`config.mk`:
```
export PLATFORM = sky130hd
export DESIGN_NAME = ud_diag_regs
export DESIGN_NICKNAME = d
export VERILOG_FILES = /design/src/ud_pkg.sv /design/src/ud_diag_regs.sv /design/src/ud_token_match.sv
export SDC_FILE = /design/constraint.sdc
export NUM_CORES = 1
export LEC_CHECK = 0
export ABC_CLOCK_PERIOD_IN_PS = 2950
export BUFFER_PORTS_ARGS = -buffer_cell sky130_fd_sc_hd__buf_4
export CAP_MARGIN = 5
export CORE_ASPECT_RATIO = 1.5
export CORE_UTILIZATION = 45
export CTS_CLUSTER_SIZE = 12
export DETAILED_ROUTE_END_ITERATION = 6
export PLACE_DENSITY = 0.88
export SYNTH_ARGS = -nofsm -noshare
export SYNTH_HDL_FRONTEND = slang
export SYNTH_SLANG_ARGS = --single-unit
```
`constraint.sdc`:
```
create_clock -name mclk_in -period 2.95 [get_ports mclk_in]
set_input_delay 0.59 -clock mclk_in [delete_from_list [all_inputs] [get_ports mclk_in]]
set_output_delay 0.59 -clock mclk_in [all_outputs]
set_load 0.01 [all_outputs]
```
`src/ud_pkg.sv`:
```
package ud_pkg;

    // Printed register offsets, kept as register indices
    localparam logic [31:0] UD_XCVDIAG_IDX = 32'h5000_1802;
    localparam logic [31:0] UD_TRIM_IDX = 32'h5000_1804;
    localparam logic [31:0] UD_UTIL_IDX = 32'h5000_1806;
    localparam logic [31:0] UD_FADDR_IDX = 32'h5000_1808;
    // Index bits decoded from a byte address (addr[13:2])
    localparam int UD_IDX_W = 12;

    // Transceiver diagnostic fields
    localparam int UD_XD_DPLUS = 7;
    localparam int UD_XD_DMINUS = 6;
    localparam int UD_XD_DIFF = 5;
    localparam int UD_XD_FORCE_EN = 3;
    localparam int UD_XD_FORCE_DM = 2;
    localparam int UD_XD_FORCE_DP = 1;
    localparam int UD_XD_TEST = 0;

    // Trim fields and reset values
    localparam int UD_TR_VTH_LSB = 5;
    localparam int UD_TR_VTH_W = 3;
    localparam int UD_TR_EDGE_LSB = 0;
    localparam int UD_TR_EDGE_W = 5;
    localparam logic [2:0] UD_TR_VTH_RST = 3'h4;
    localparam logic [4:0] UD_TR_EDGE_RST = 5'h10;

    // Utility test fields
    localparam int UD_UT_DIAG = 7;
    localparam int UD_UT_NOCRC = 6;
    localparam int UD_UT_SHORTF = 5;
    localparam int UD_UT_RES_W = 5;

    // Function address fields
    localparam int UD_FA_EN = 7;
    localparam int UD_FA_ADDR_W = 7;
    localparam logic [6:0] UD_DEFAULT_ADDR = 7'h00;

    // Common reset value of the other registers
    localparam logic [7:0] UD_REG_RST = 8'h00;

    // AXI4-Lite answers
    localparam logic [1:0] UD_RESP_OKAY = 2'h0;
    localparam logic [1:0] UD_RESP_DECERR = 2'h3;

    typedef struct packed {
        logic [31:0] awaddr;
        logic [2:0] awprot;
        logic awvalid;
        logic [31:0] wdata;
        logic [3:0] wstrb;
        logic wvalid;
        logic bready;
        logic [31:0] araddr;
        logic [2:0] arprot;
        logic arvalid;
        logic rready;
    } ud_axi_req_t;

    typedef struct packed {
        logic awready;
        logic wready;
        logic [1:0] bresp;
        logic bvalid;
        logic arready;
        logic [31:0] rdata;
        logic [1:0] rresp;
        logic rvalid;
    } ud_axi_rsp_t;

endpackage

```
`src/ud_diag_regs.sv`:
```
// Added by the designer: the AXI4-Lite interface to the registers.
`timescale 1ns/1ps

// Summary of operation
// - Diagnostic and trim registers are reachable only while the diagnostic gate is set.
// - Transceiver test enable gates all other diagnostic test bits.
// - With test enabled, bits 7 and 6 read D+ and D- receive levels.
// - With test enabled, bit 5 reads the differential comparator output.
// - Line force enable plus test enable arm the two force bits.
// - Armed force bits drive D- or D+ high, whatever the speed mode.
// - Receiver threshold trim, reset 4, acts only with diagnostic gate set.
// - Edge rate trim, reset 0x10, acts only with diagnostic gate set.
// - No-CRC bit drops transmit CRC16; receive checking stays unchanged.
// - Short frame bit lets the frame timer track short frames.
// - Function address register holds the 7-bit node address.
// - With address enable set, token addresses are compared to the stored address.
// - With address enable clear, all tokens are ignored except default-address ones.
// - Default-address respond lets endpoint 0 answer tokens to address zero.
// - Clearing node enable stops the node clock and resets these registers.
module ud_diag_regs
    import ud_pkg::*;
(
    input wire logic mclk_in,
    input wire logic rst_in,
    input wire ud_axi_req_t axi_req_in,
    output ud_axi_rsp_t axi_rsp_out,
    input wire logic node_enable_in,
    input wire logic low_speed_select_in,
    input wire logic dplus_rx_in,
    input wire logic dminus_rx_in,
    input wire logic diff_rx_in,
    input wire logic tok_valid_in,
    input wire logic [6:0] tok_addr_in,
    input wire logic default_address_respond_in,
    output logic node_clk_run_out,
    output logic line_force_oe_out,
    output logic force_dplus_out,
    output logic force_dminus_out,
    output logic [2:0] rx_threshold_trim_out,
    output logic [4:0] edge_rate_trim_out,
    output logic suppress_tx_crc_out,
    output logic short_frame_track_out,
    output logic tok_hit_out,
    output logic tok_default_hit_out
);

    // Register index of a byte address
    function automatic logic [UD_IDX_W-1:0] idx_of(input logic [31:0] a);
        idx_of = a[UD_IDX_W+1:2];
    endfunction

    // Register selected by index: 0 none, 1..4 map order
    function automatic logic [2:0] sel_of(input logic [31:0] a);
        logic [UD_IDX_W-1:0] i;
        i = idx_of(a);
        if (i == UD_XCVDIAG_IDX[UD_IDX_W-1:0]) begin
            sel_of = 3'h1;
        end else if (i == UD_TRIM_IDX[UD_IDX_W-1:0]) begin
            sel_of = 3'h2;
        end else if (i == UD_UTIL_IDX[UD_IDX_W-1:0]) begin
            sel_of = 3'h3;
        end else if (i == UD_FADDR_IDX[UD_IDX_W-1:0]) begin
            sel_of = 3'h4;
        end else begin
            sel_of = 3'h0;
        end
    endfunction

    // Register state
    logic [3:0] xcv_ctl_q;
    logic [2:0] vth_q;
    logic [4:0] edge_q;
    logic [7:0] util_q;
    logic [7:0] faddr_q;
    logic reg_rst;

    // Bus slave state
    logic awready_q;
    logic wready_q;
    logic bvalid_q;
    logic [1:0] bresp_q;
    logic arready_q;
    logic rvalid_q;
    logic [1:0] rresp_q;
    logic [31:0] rdata_q;
    logic [31:0] waddr_q;
    logic [7:0] wbyte_q;
    logic wlane_q;
    logic do_write;
    logic [2:0] wsel;
    logic [2:0] rsel;
    logic [7:0] rbyte;

    // Pin synchronisers
    logic [2:0] rx_meta_q;
    logic [2:0] rx_sync_q;

    // Output flops
    logic node_clk_run_q;
    logic line_force_oe_q;
    logic force_dplus_q;
    logic force_dminus_q;
    logic [2:0] vth_out_q;
    logic [4:0] edge_out_q;
    logic nocrc_q;
    logic shortf_q;

    // Gates
    logic diag_gate;
    logic test_en;
    logic force_armed;

    assign diag_gate = util_q[UD_UT_DIAG];
    assign test_en = xcv_ctl_q[UD_XD_TEST];
    assign force_armed = test_en && xcv_ctl_q[UD_XD_FORCE_EN];

    // Registers fall back to reset while the node is disabled
    assign reg_rst = rst_in || !node_enable_in;

    // Two-flop synchronisers for the receive levels
    always_ff @(posedge mclk_in) begin
        if (rst_in) begin
            rx_meta_q <= 3'h0;
            rx_sync_q <= 3'h0;
        end else begin
            rx_meta_q <= {dplus_rx_in, dminus_rx_in, diff_rx_in};
            rx_sync_q <= rx_meta_q;
        end
    end

    // Write address channel
    always_ff @(posedge mclk_in) begin
        if (rst_in) begin
            awready_q <= 1'b1;
            waddr_q <= 32'h0000_0000;
        end else if (awready_q && axi_req_in.awvalid) begin
            awready_q <= 1'b0;
            waddr_q <= axi_req_in.awaddr;
        end else if (bvalid_q && axi_req_in.bready) begin
            awready_q <= 1'b1;
        end
    end

    // Write data channel, low byte lane only
    always_ff @(posedge mclk_in) begin
        if (rst_in) begin
            wready_q <= 1'b1;
            wbyte_q <= 8'h00;
            wlane_q <= 1'b0;
        end else if (wready_q && axi_req_in.wvalid) begin
            wready_q <= 1'b0;
            wbyte_q <= axi_req_in.wdata[7:0];
            wlane_q <= axi_req_in.wstrb[0];
        end else if (bvalid_q && axi_req_in.bready) begin
            wready_q <= 1'b1;
        end
    end

    // Write performed once both halves are held
    assign do_write = !awready_q && !wready_q && !bvalid_q;
    assign wsel = sel_of(waddr_q);

    // Write response
    always_ff @(posedge mclk_in) begin
        if (rst_in) begin
            bvalid_q <= 1'b0;
            bresp_q <= UD_RESP_OKAY;
        end else if (do_write) begin
            bvalid_q <= 1'b1;
            bresp_q <= (wsel == 3'h0) ? UD_RESP_DECERR : UD_RESP_OKAY;
        end else if (bvalid_q && axi_req_in.bready) begin
            bvalid_q <= 1'b0;
        end
    end

    // Transceiver test control bits, writable only through the gate
    always_ff @(posedge mclk_in) begin
        if (reg_rst) begin
            xcv_ctl_q <= UD_REG_RST[3:0];
        end else if (do_write && wlane_q && wsel == 3'h1 && diag_gate) begin
            xcv_ctl_q <= wbyte_q[3:0];
        end
    end

    // Trim register, writable only through the gate
    always_ff @(posedge mclk_in) begin
        if (reg_rst) begin
            vth_q <= UD_TR_VTH_RST;
            edge_q <= UD_TR_EDGE_RST;
        end else if (do_write && wlane_q && wsel == 3'h2 && diag_gate) begin
            vth_q <= wbyte_q[UD_TR_VTH_LSB +: UD_TR_VTH_W];
            edge_q <= wbyte_q[UD_TR_EDGE_LSB +: UD_TR_EDGE_W];
        end
    end

    // Utility test register, reserved bits stored as written
    always_ff @(posedge mclk_in) begin
        if (reg_rst) begin
            util_q <= UD_REG_RST;
        end else if (do_write && wlane_q && wsel == 3'h3) begin
            util_q <= wbyte_q;
        end
    end

    // Function address register
    always_ff @(posedge mclk_in) begin
        if (reg_rst) begin
            faddr_q <= UD_REG_RST;
        end else if (do_write && wlane_q && wsel == 3'h4) begin
            faddr_q <= wbyte_q;
        end
    end

    // Read data selection
    assign rsel = sel_of(axi_req_in.araddr);
    always_comb begin
        rbyte = 8'h00;
        if (rsel == 3'h1) begin
            if (diag_gate) begin
                rbyte[3:0] = xcv_ctl_q;
                if (test_en) begin
                    rbyte[UD_XD_DPLUS] = rx_sync_q[2];
                    rbyte[UD_XD_DMINUS] = rx_sync_q[1];
                    rbyte[UD_XD_DIFF] = rx_sync_q[0];
                end
            end
        end else if (rsel == 3'h2) begin
            if (diag_gate) begin
                rbyte = {vth_q, edge_q};
            end
        end else if (rsel == 3'h3) begin
            rbyte = util_q;
        end else if (rsel == 3'h4) begin
            rbyte = faddr_q;
        end
    end

    // Read channel, answer one cycle after the address is taken
    always_ff @(posedge mclk_in) begin
        if (rst_in) begin
            arready_q <= 1'b1;
            rvalid_q <= 1'b0;
            rresp_q <= UD_RESP_OKAY;
            rdata_q <= 32'h0000_0000;
        end else if (arready_q && axi_req_in.arvalid) begin
            arready_q <= 1'b0;
            rvalid_q <= 1'b1;
            rresp_q <= (rsel == 3'h0) ? UD_RESP_DECERR : UD_RESP_OKAY;
            rdata_q <= {24'h00_0000, rbyte};
        end else if (rvalid_q && axi_req_in.rready) begin
            arready_q <= 1'b1;
            rvalid_q <= 1'b0;
        end
    end

    // Line forcing, independent of the speed mode
    always_ff @(posedge mclk_in) begin
        if (reg_rst) begin
            line_force_oe_q <= 1'b0;
            force_dplus_q <= 1'b0;
            force_dminus_q <= 1'b0;
        end else begin
            line_force_oe_q <= force_armed;
            force_dplus_q <= force_armed && xcv_ctl_q[UD_XD_FORCE_DP];
            force_dminus_q <= force_armed && xcv_ctl_q[UD_XD_FORCE_DM];
        end
    end

    // Trims reach the transceiver only with the gate set
    always_ff @(posedge mclk_in) begin
        if (reg_rst) begin
            vth_out_q <= UD_TR_VTH_RST;
            edge_out_q <= UD_TR_EDGE_RST;
        end else begin
            vth_out_q <= diag_gate ? vth_q : UD_TR_VTH_RST;
            edge_out_q <= diag_gate ? edge_q : UD_TR_EDGE_RST;
        end
    end

    // Test modes for transmit CRC and frame timer
    always_ff @(posedge mclk_in) begin
        if (reg_rst) begin
            nocrc_q <= 1'b0;
            shortf_q <= 1'b0;
        end else begin
            nocrc_q <= util_q[UD_UT_NOCRC];
            shortf_q <= util_q[UD_UT_SHORTF];
        end
    end

    // Node clock run request follows the enable
    always_ff @(posedge mclk_in) begin
        if (rst_in) begin
            node_clk_run_q <= 1'b0;
        end else begin
            node_clk_run_q <= node_enable_in;
        end
    end

    // Token address matching
    ud_token_match u_match (
        .mclk_in(mclk_in),
        .rst_in(reg_rst),
        .tok_valid_in(tok_valid_in),
        .tok_addr_in(tok_addr_in),
        .addr_enable_in(faddr_q[UD_FA_EN]),
        .func_addr_in(faddr_q[UD_FA_ADDR_W-1:0]),
        .default_address_respond_in(default_address_respond_in),
        .tok_hit_out(tok_hit_out),
        .tok_default_hit_out(tok_default_hit_out)
    );

    // Bus answer from flops
    assign axi_rsp_out.awready = awready_q;
    assign axi_rsp_out.wready = wready_q;
    assign axi_rsp_out.bresp = bresp_q;
    assign axi_rsp_out.bvalid = bvalid_q;
    assign axi_rsp_out.arready = arready_q;
    assign axi_rsp_out.rdata = rdata_q;
    assign axi_rsp_out.rresp = rresp_q;
    assign axi_rsp_out.rvalid = rvalid_q;

    assign node_clk_run_out = node_clk_run_q;
    assign line_force_oe_out = line_force_oe_q;
    assign force_dplus_out = force_dplus_q;
    assign force_dminus_out = force_dminus_q;
    assign rx_threshold_trim_out = vth_out_q;
    assign edge_rate_trim_out = edge_out_q;
    assign suppress_tx_crc_out = nocrc_q;
    assign short_frame_track_out = shortf_q;

endmodule

```
`src/ud_token_match.sv`:
```
`timescale 1ns/1ps

// Token address match against the stored function address
module ud_token_match
    import ud_pkg::*;
(
    input wire logic mclk_in,
    input wire logic rst_in,
    input wire logic tok_valid_in,
    input wire logic [6:0] tok_addr_in,
    input wire logic addr_enable_in,
    input wire logic [6:0] func_addr_in,
    input wire logic default_address_respond_in,
    output logic tok_hit_out,
    output logic tok_default_hit_out
);

    logic tok_hit_q;
    logic tok_default_hit_q;

    // Own address match, only with address enable set
    always_ff @(posedge mclk_in) begin
        if (rst_in) begin
            tok_hit_q <= 1'b0;
        end else begin
            tok_hit_q <= tok_valid_in && addr_enable_in && (tok_addr_in == func_addr_in);
        end
    end

    // Endpoint 0 default-address match, whatever the stored address
    always_ff @(posedge mclk_in) begin
        if (rst_in) begin
            tok_default_hit_q <= 1'b0;
        end else begin
            tok_default_hit_q <= tok_valid_in && default_address_respond_in
                && (tok_addr_in == UD_DEFAULT_ADDR);
        end
    end

    assign tok_hit_out = tok_hit_q;
    assign tok_default_hit_out = tok_default_hit_q;

endmodule

```
==> impl_results.md <==
- CP Max Fanout: 8
- Synth Instances: 392
- Gr usage total: 20.67%
- Post-synth EDFFs: 0
- DR vias: 3021
- Nets: 595
- Reg2reg setup slack: 1.07 ns
- CTS buffer count: 9
- Placed insts: 559
- Num rows: 39
- Share of cells above drive strength 1: 24.31%
- Worst Tran Pin Value: 0.7631 ns
- Synth area leaders: dfxtp_1 (48%), nand2_1 (8.6%), mux2i_1 (7.3%)
- Routed WL per cell: 13.95 um
- WP depth: 5
- Design area: 4478 um2
- Die span in x: 74.90 um
- Postcts setup bufs: 0
- CP Launch Point: axi_req_in[13]
- Fin Setup TNS: 0 ns
- Flop pwr share: 47.6%
- GP Congestion: 0.8708
- Diode count: 0
- Sequential share of the synthesized area: 47.99%
- CP Launch Type: input port
- Non-Filler Instances: 575
- Combinational share of power: 8.0%
- Longest Clk Path Bufs: 2
- Vias per cell: 5.254
- Failing checks: DRC
- Port bufs: 85
- Worst vdd ir: 0.0003519 V
- Largest area contributor in the synthesized netlist: dfxtp_1
- Clock skew: 0.005522 ns
- Cells on Worst Hold Path: 1
- Antenna viol nets, final: 0
- Synth Area per Inst: 9.151 um2
- Die area: 8340 um2
- Critical path class: in -> reg
- Status: complete, but fails checks
- I/O pin cnt: 184
- Relative slew slack: 48.89%
- Slew Limit Fails: 0
- H-tree Lvls: 3
- Post-CTS resize count: 0
- CTS tree: yes
- Clock Pin Slew Worst Setup and Hold Paths: 0.06 ns
- Async SR Flop Fraction: 0%
- NetSw: 560.9 uW
- Area Overhead vs Synth: 24.83%
- Vias in the first global route: 2875
- Most frequent cell after synthesis: dfxtp_1
- Worst-path cell chain: buf_4, or4b_4, nor4_4, o31ai_2, o21ai_1
- Unique masters post-synth: 49
- Clock power share: 44.4%
- CP peak stage delay: 0.55 ns
- Req. time, crit path: 3.21 ns
- Root Buffer: clkbuf_16
- DRT iter0 DRCs: 231
- Pwr/cell area: 567.9 nW/um2
- WHS: 0.4389 ns
- Worst skew pair latency: 0.34 ns
- Largest net degree at the start of global routing: 38
- Fmax achieved: 510.9 MHz
- Post-Place Cell Area: 4177 um2
- Worst hold path class: reg -> reg
- Crit. End Element: flip-flop
- Unrepaired setup endpoints after global routing: false
- Ys flop type: dfxtp_1
- Drt pass-1 iters: 7
- Critical Path AT: 2.22 ns
- Most instantiated cells after synthesis: dfxtp_1 (86), nand2_1 (82), a21oi_1 (31), buf_4 (31), mux2i_1 (26)
- Gr ovfl total: 0
- Sw frac: 22.06%
- Overall power: 2.543 mW
- Final wirelength: 8019 um
- Slowest cell on the critical path: or4b_4
- Total internal power: 1.982 mW
- First-pass GRT wire length: 13050 um
- Total core area: 7661 um2
- Post-synthesis sequential element count: 86
- CP delay by family, top: simple AND/OR/NAND/NOR gates
- Post-Syn Area: 3587 um2
- Cts hold-fix bufs: 0
- Reg-to-reg startpoint: bvalid_q$_SDFFE_PP0P_
- Initial antenna violation count: 0
- Max Cap Viol: 0
- Leak: 2.049 nW
- CP bufs+invs: 1
- Worst reg2reg path depth: 4
- Yosys top cell area share: 47.99%
- Reg2reg end: xcv_ctl_q[2]$_SDFFE_PP0P_
- Die Y: 111.4 um
- DRC: 1
- Synth Warn #: 0
- Period utilisation layout: 66.35%
- Post-DP HPWL: 5969 um
- Crit path capture: rdata_q[1]$_SDFFE_PP0P_
- Final setup fails: 0
- Clock sink total: 86
- Initial Util: 46.82%
- Minimum clock period: 1.957 ns
- Final hold vios: 0
## cells in the final DEF (no fill, tap or decap), types with 9 or more instances in the layout
master / count
buf_4: 89
dfxtp_1: 86
nand2_1: 82
a21oi_1: 31
mux2i_1: 26
conb_1: 24
and3_1: 12
nor2b_1: 10
o21ai_1: 10
and2_1: 9
clkbuf_16: 9
## worst reg2reg max path: cells and delay by family, from the launching register on
kind | cells | cell delay (ns)
simple gates | 3 | 1.20
flops | 1 | 0.37
mux | 1 | 0.23
## metrics by stage
stage / setup WS [ns] / util [%]
floorplan: 0.9910 / -
global placement: 0.7170 / 54.52
detailed placement: 0.6673 / 54.52
CTS: 1.009 / 58.45
global route: 0.9192 / 58.45
finish: 0.9928 / 58.45
## registers in the layout, summed over array words and instances, names as in the netlist, 3 cells and up
name,count
edge_q,5
faddr_q,8
util_q,8
rx_meta_q,3
waddr_q,12
wbyte_q,8
rx_threshold_trim_out,3
edge_rate_trim_out,5
rx_sync_q,3
xcv_ctl_q,4
rdata_q,8
vth_q,3
## area by class of cell
class | count | area, um2
Clock buffer | 12 | 256.5
Clock inverter | 4 | 45.04
Fill cell | 660 | 3183
Inverter | 5 | 18.77
Multi-Input combinational cell | 277 | 1640
Sequential cell | 86 | 1722
Tap cell | 102 | 127.6
Timing Repair Buffer | 89 | 668.1
## cell families after synthesis
kind of cell | Yosys count | synth area share [%]
AOI/OAI and AO/OA | 68 | 11.96
xor gates and xnor gates | 9 | 2.197
buffers and inverters | 52 | 8.755
DFF | 86 | 47.99
muxes | 26 | 7.255
other | 1 | 0.1045
and+or+nand+nor | 150 | 21.73
## routing by layer
metal / track usage [%] / vias up / routed length [um]
met2: 35.32 / 124 / 4203
li1: - / 1451 / -
met3: 4.706 / 32 / 398
met1: 21.97 / 1414 / 3061
met5: 0 / - / 0
met4: 13.33 / 0 / 355
## power by group through the flow
stage | clock network [mW] | logic [mW] | registers, mW
2_1_floorplan | 0 | 0.140 | 1.23
3_3_place_gp | 0 | 0.195 | 1.24
3_5_place_dp | 0 | 0.202 | 1.24
4_1_cts | 1.14 | 0.203 | 1.21
5_1_grt | 1.20 | 0.225 | 1.22
6_report | 1.13 | 0.202 | 1.21
## how the worst min path moves through the flow
stage                            startpoint                       to  slack, ns
floorplan           rx_meta_q[0]$_SDFF_PP0_  rx_sync_q[0]$_SDFF_PP0_       0.41
global placement    rx_meta_q[2]$_SDFF_PP0_  rx_sync_q[2]$_SDFF_PP0_       0.42
detailed placement  rx_meta_q[1]$_SDFF_PP0_  rx_sync_q[1]$_SDFF_PP0_       0.43
CTS                 rx_meta_q[1]$_SDFF_PP0_  rx_sync_q[1]$_SDFF_PP0_       0.44
global route        rx_meta_q[1]$_SDFF_PP0_  rx_sync_q[1]$_SDFF_PP0_       0.45
finish              rx_meta_q[1]$_SDFF_PP0_  rx_sync_q[1]$_SDFF_PP0_       0.44
(Power assumes the default switching activity.)
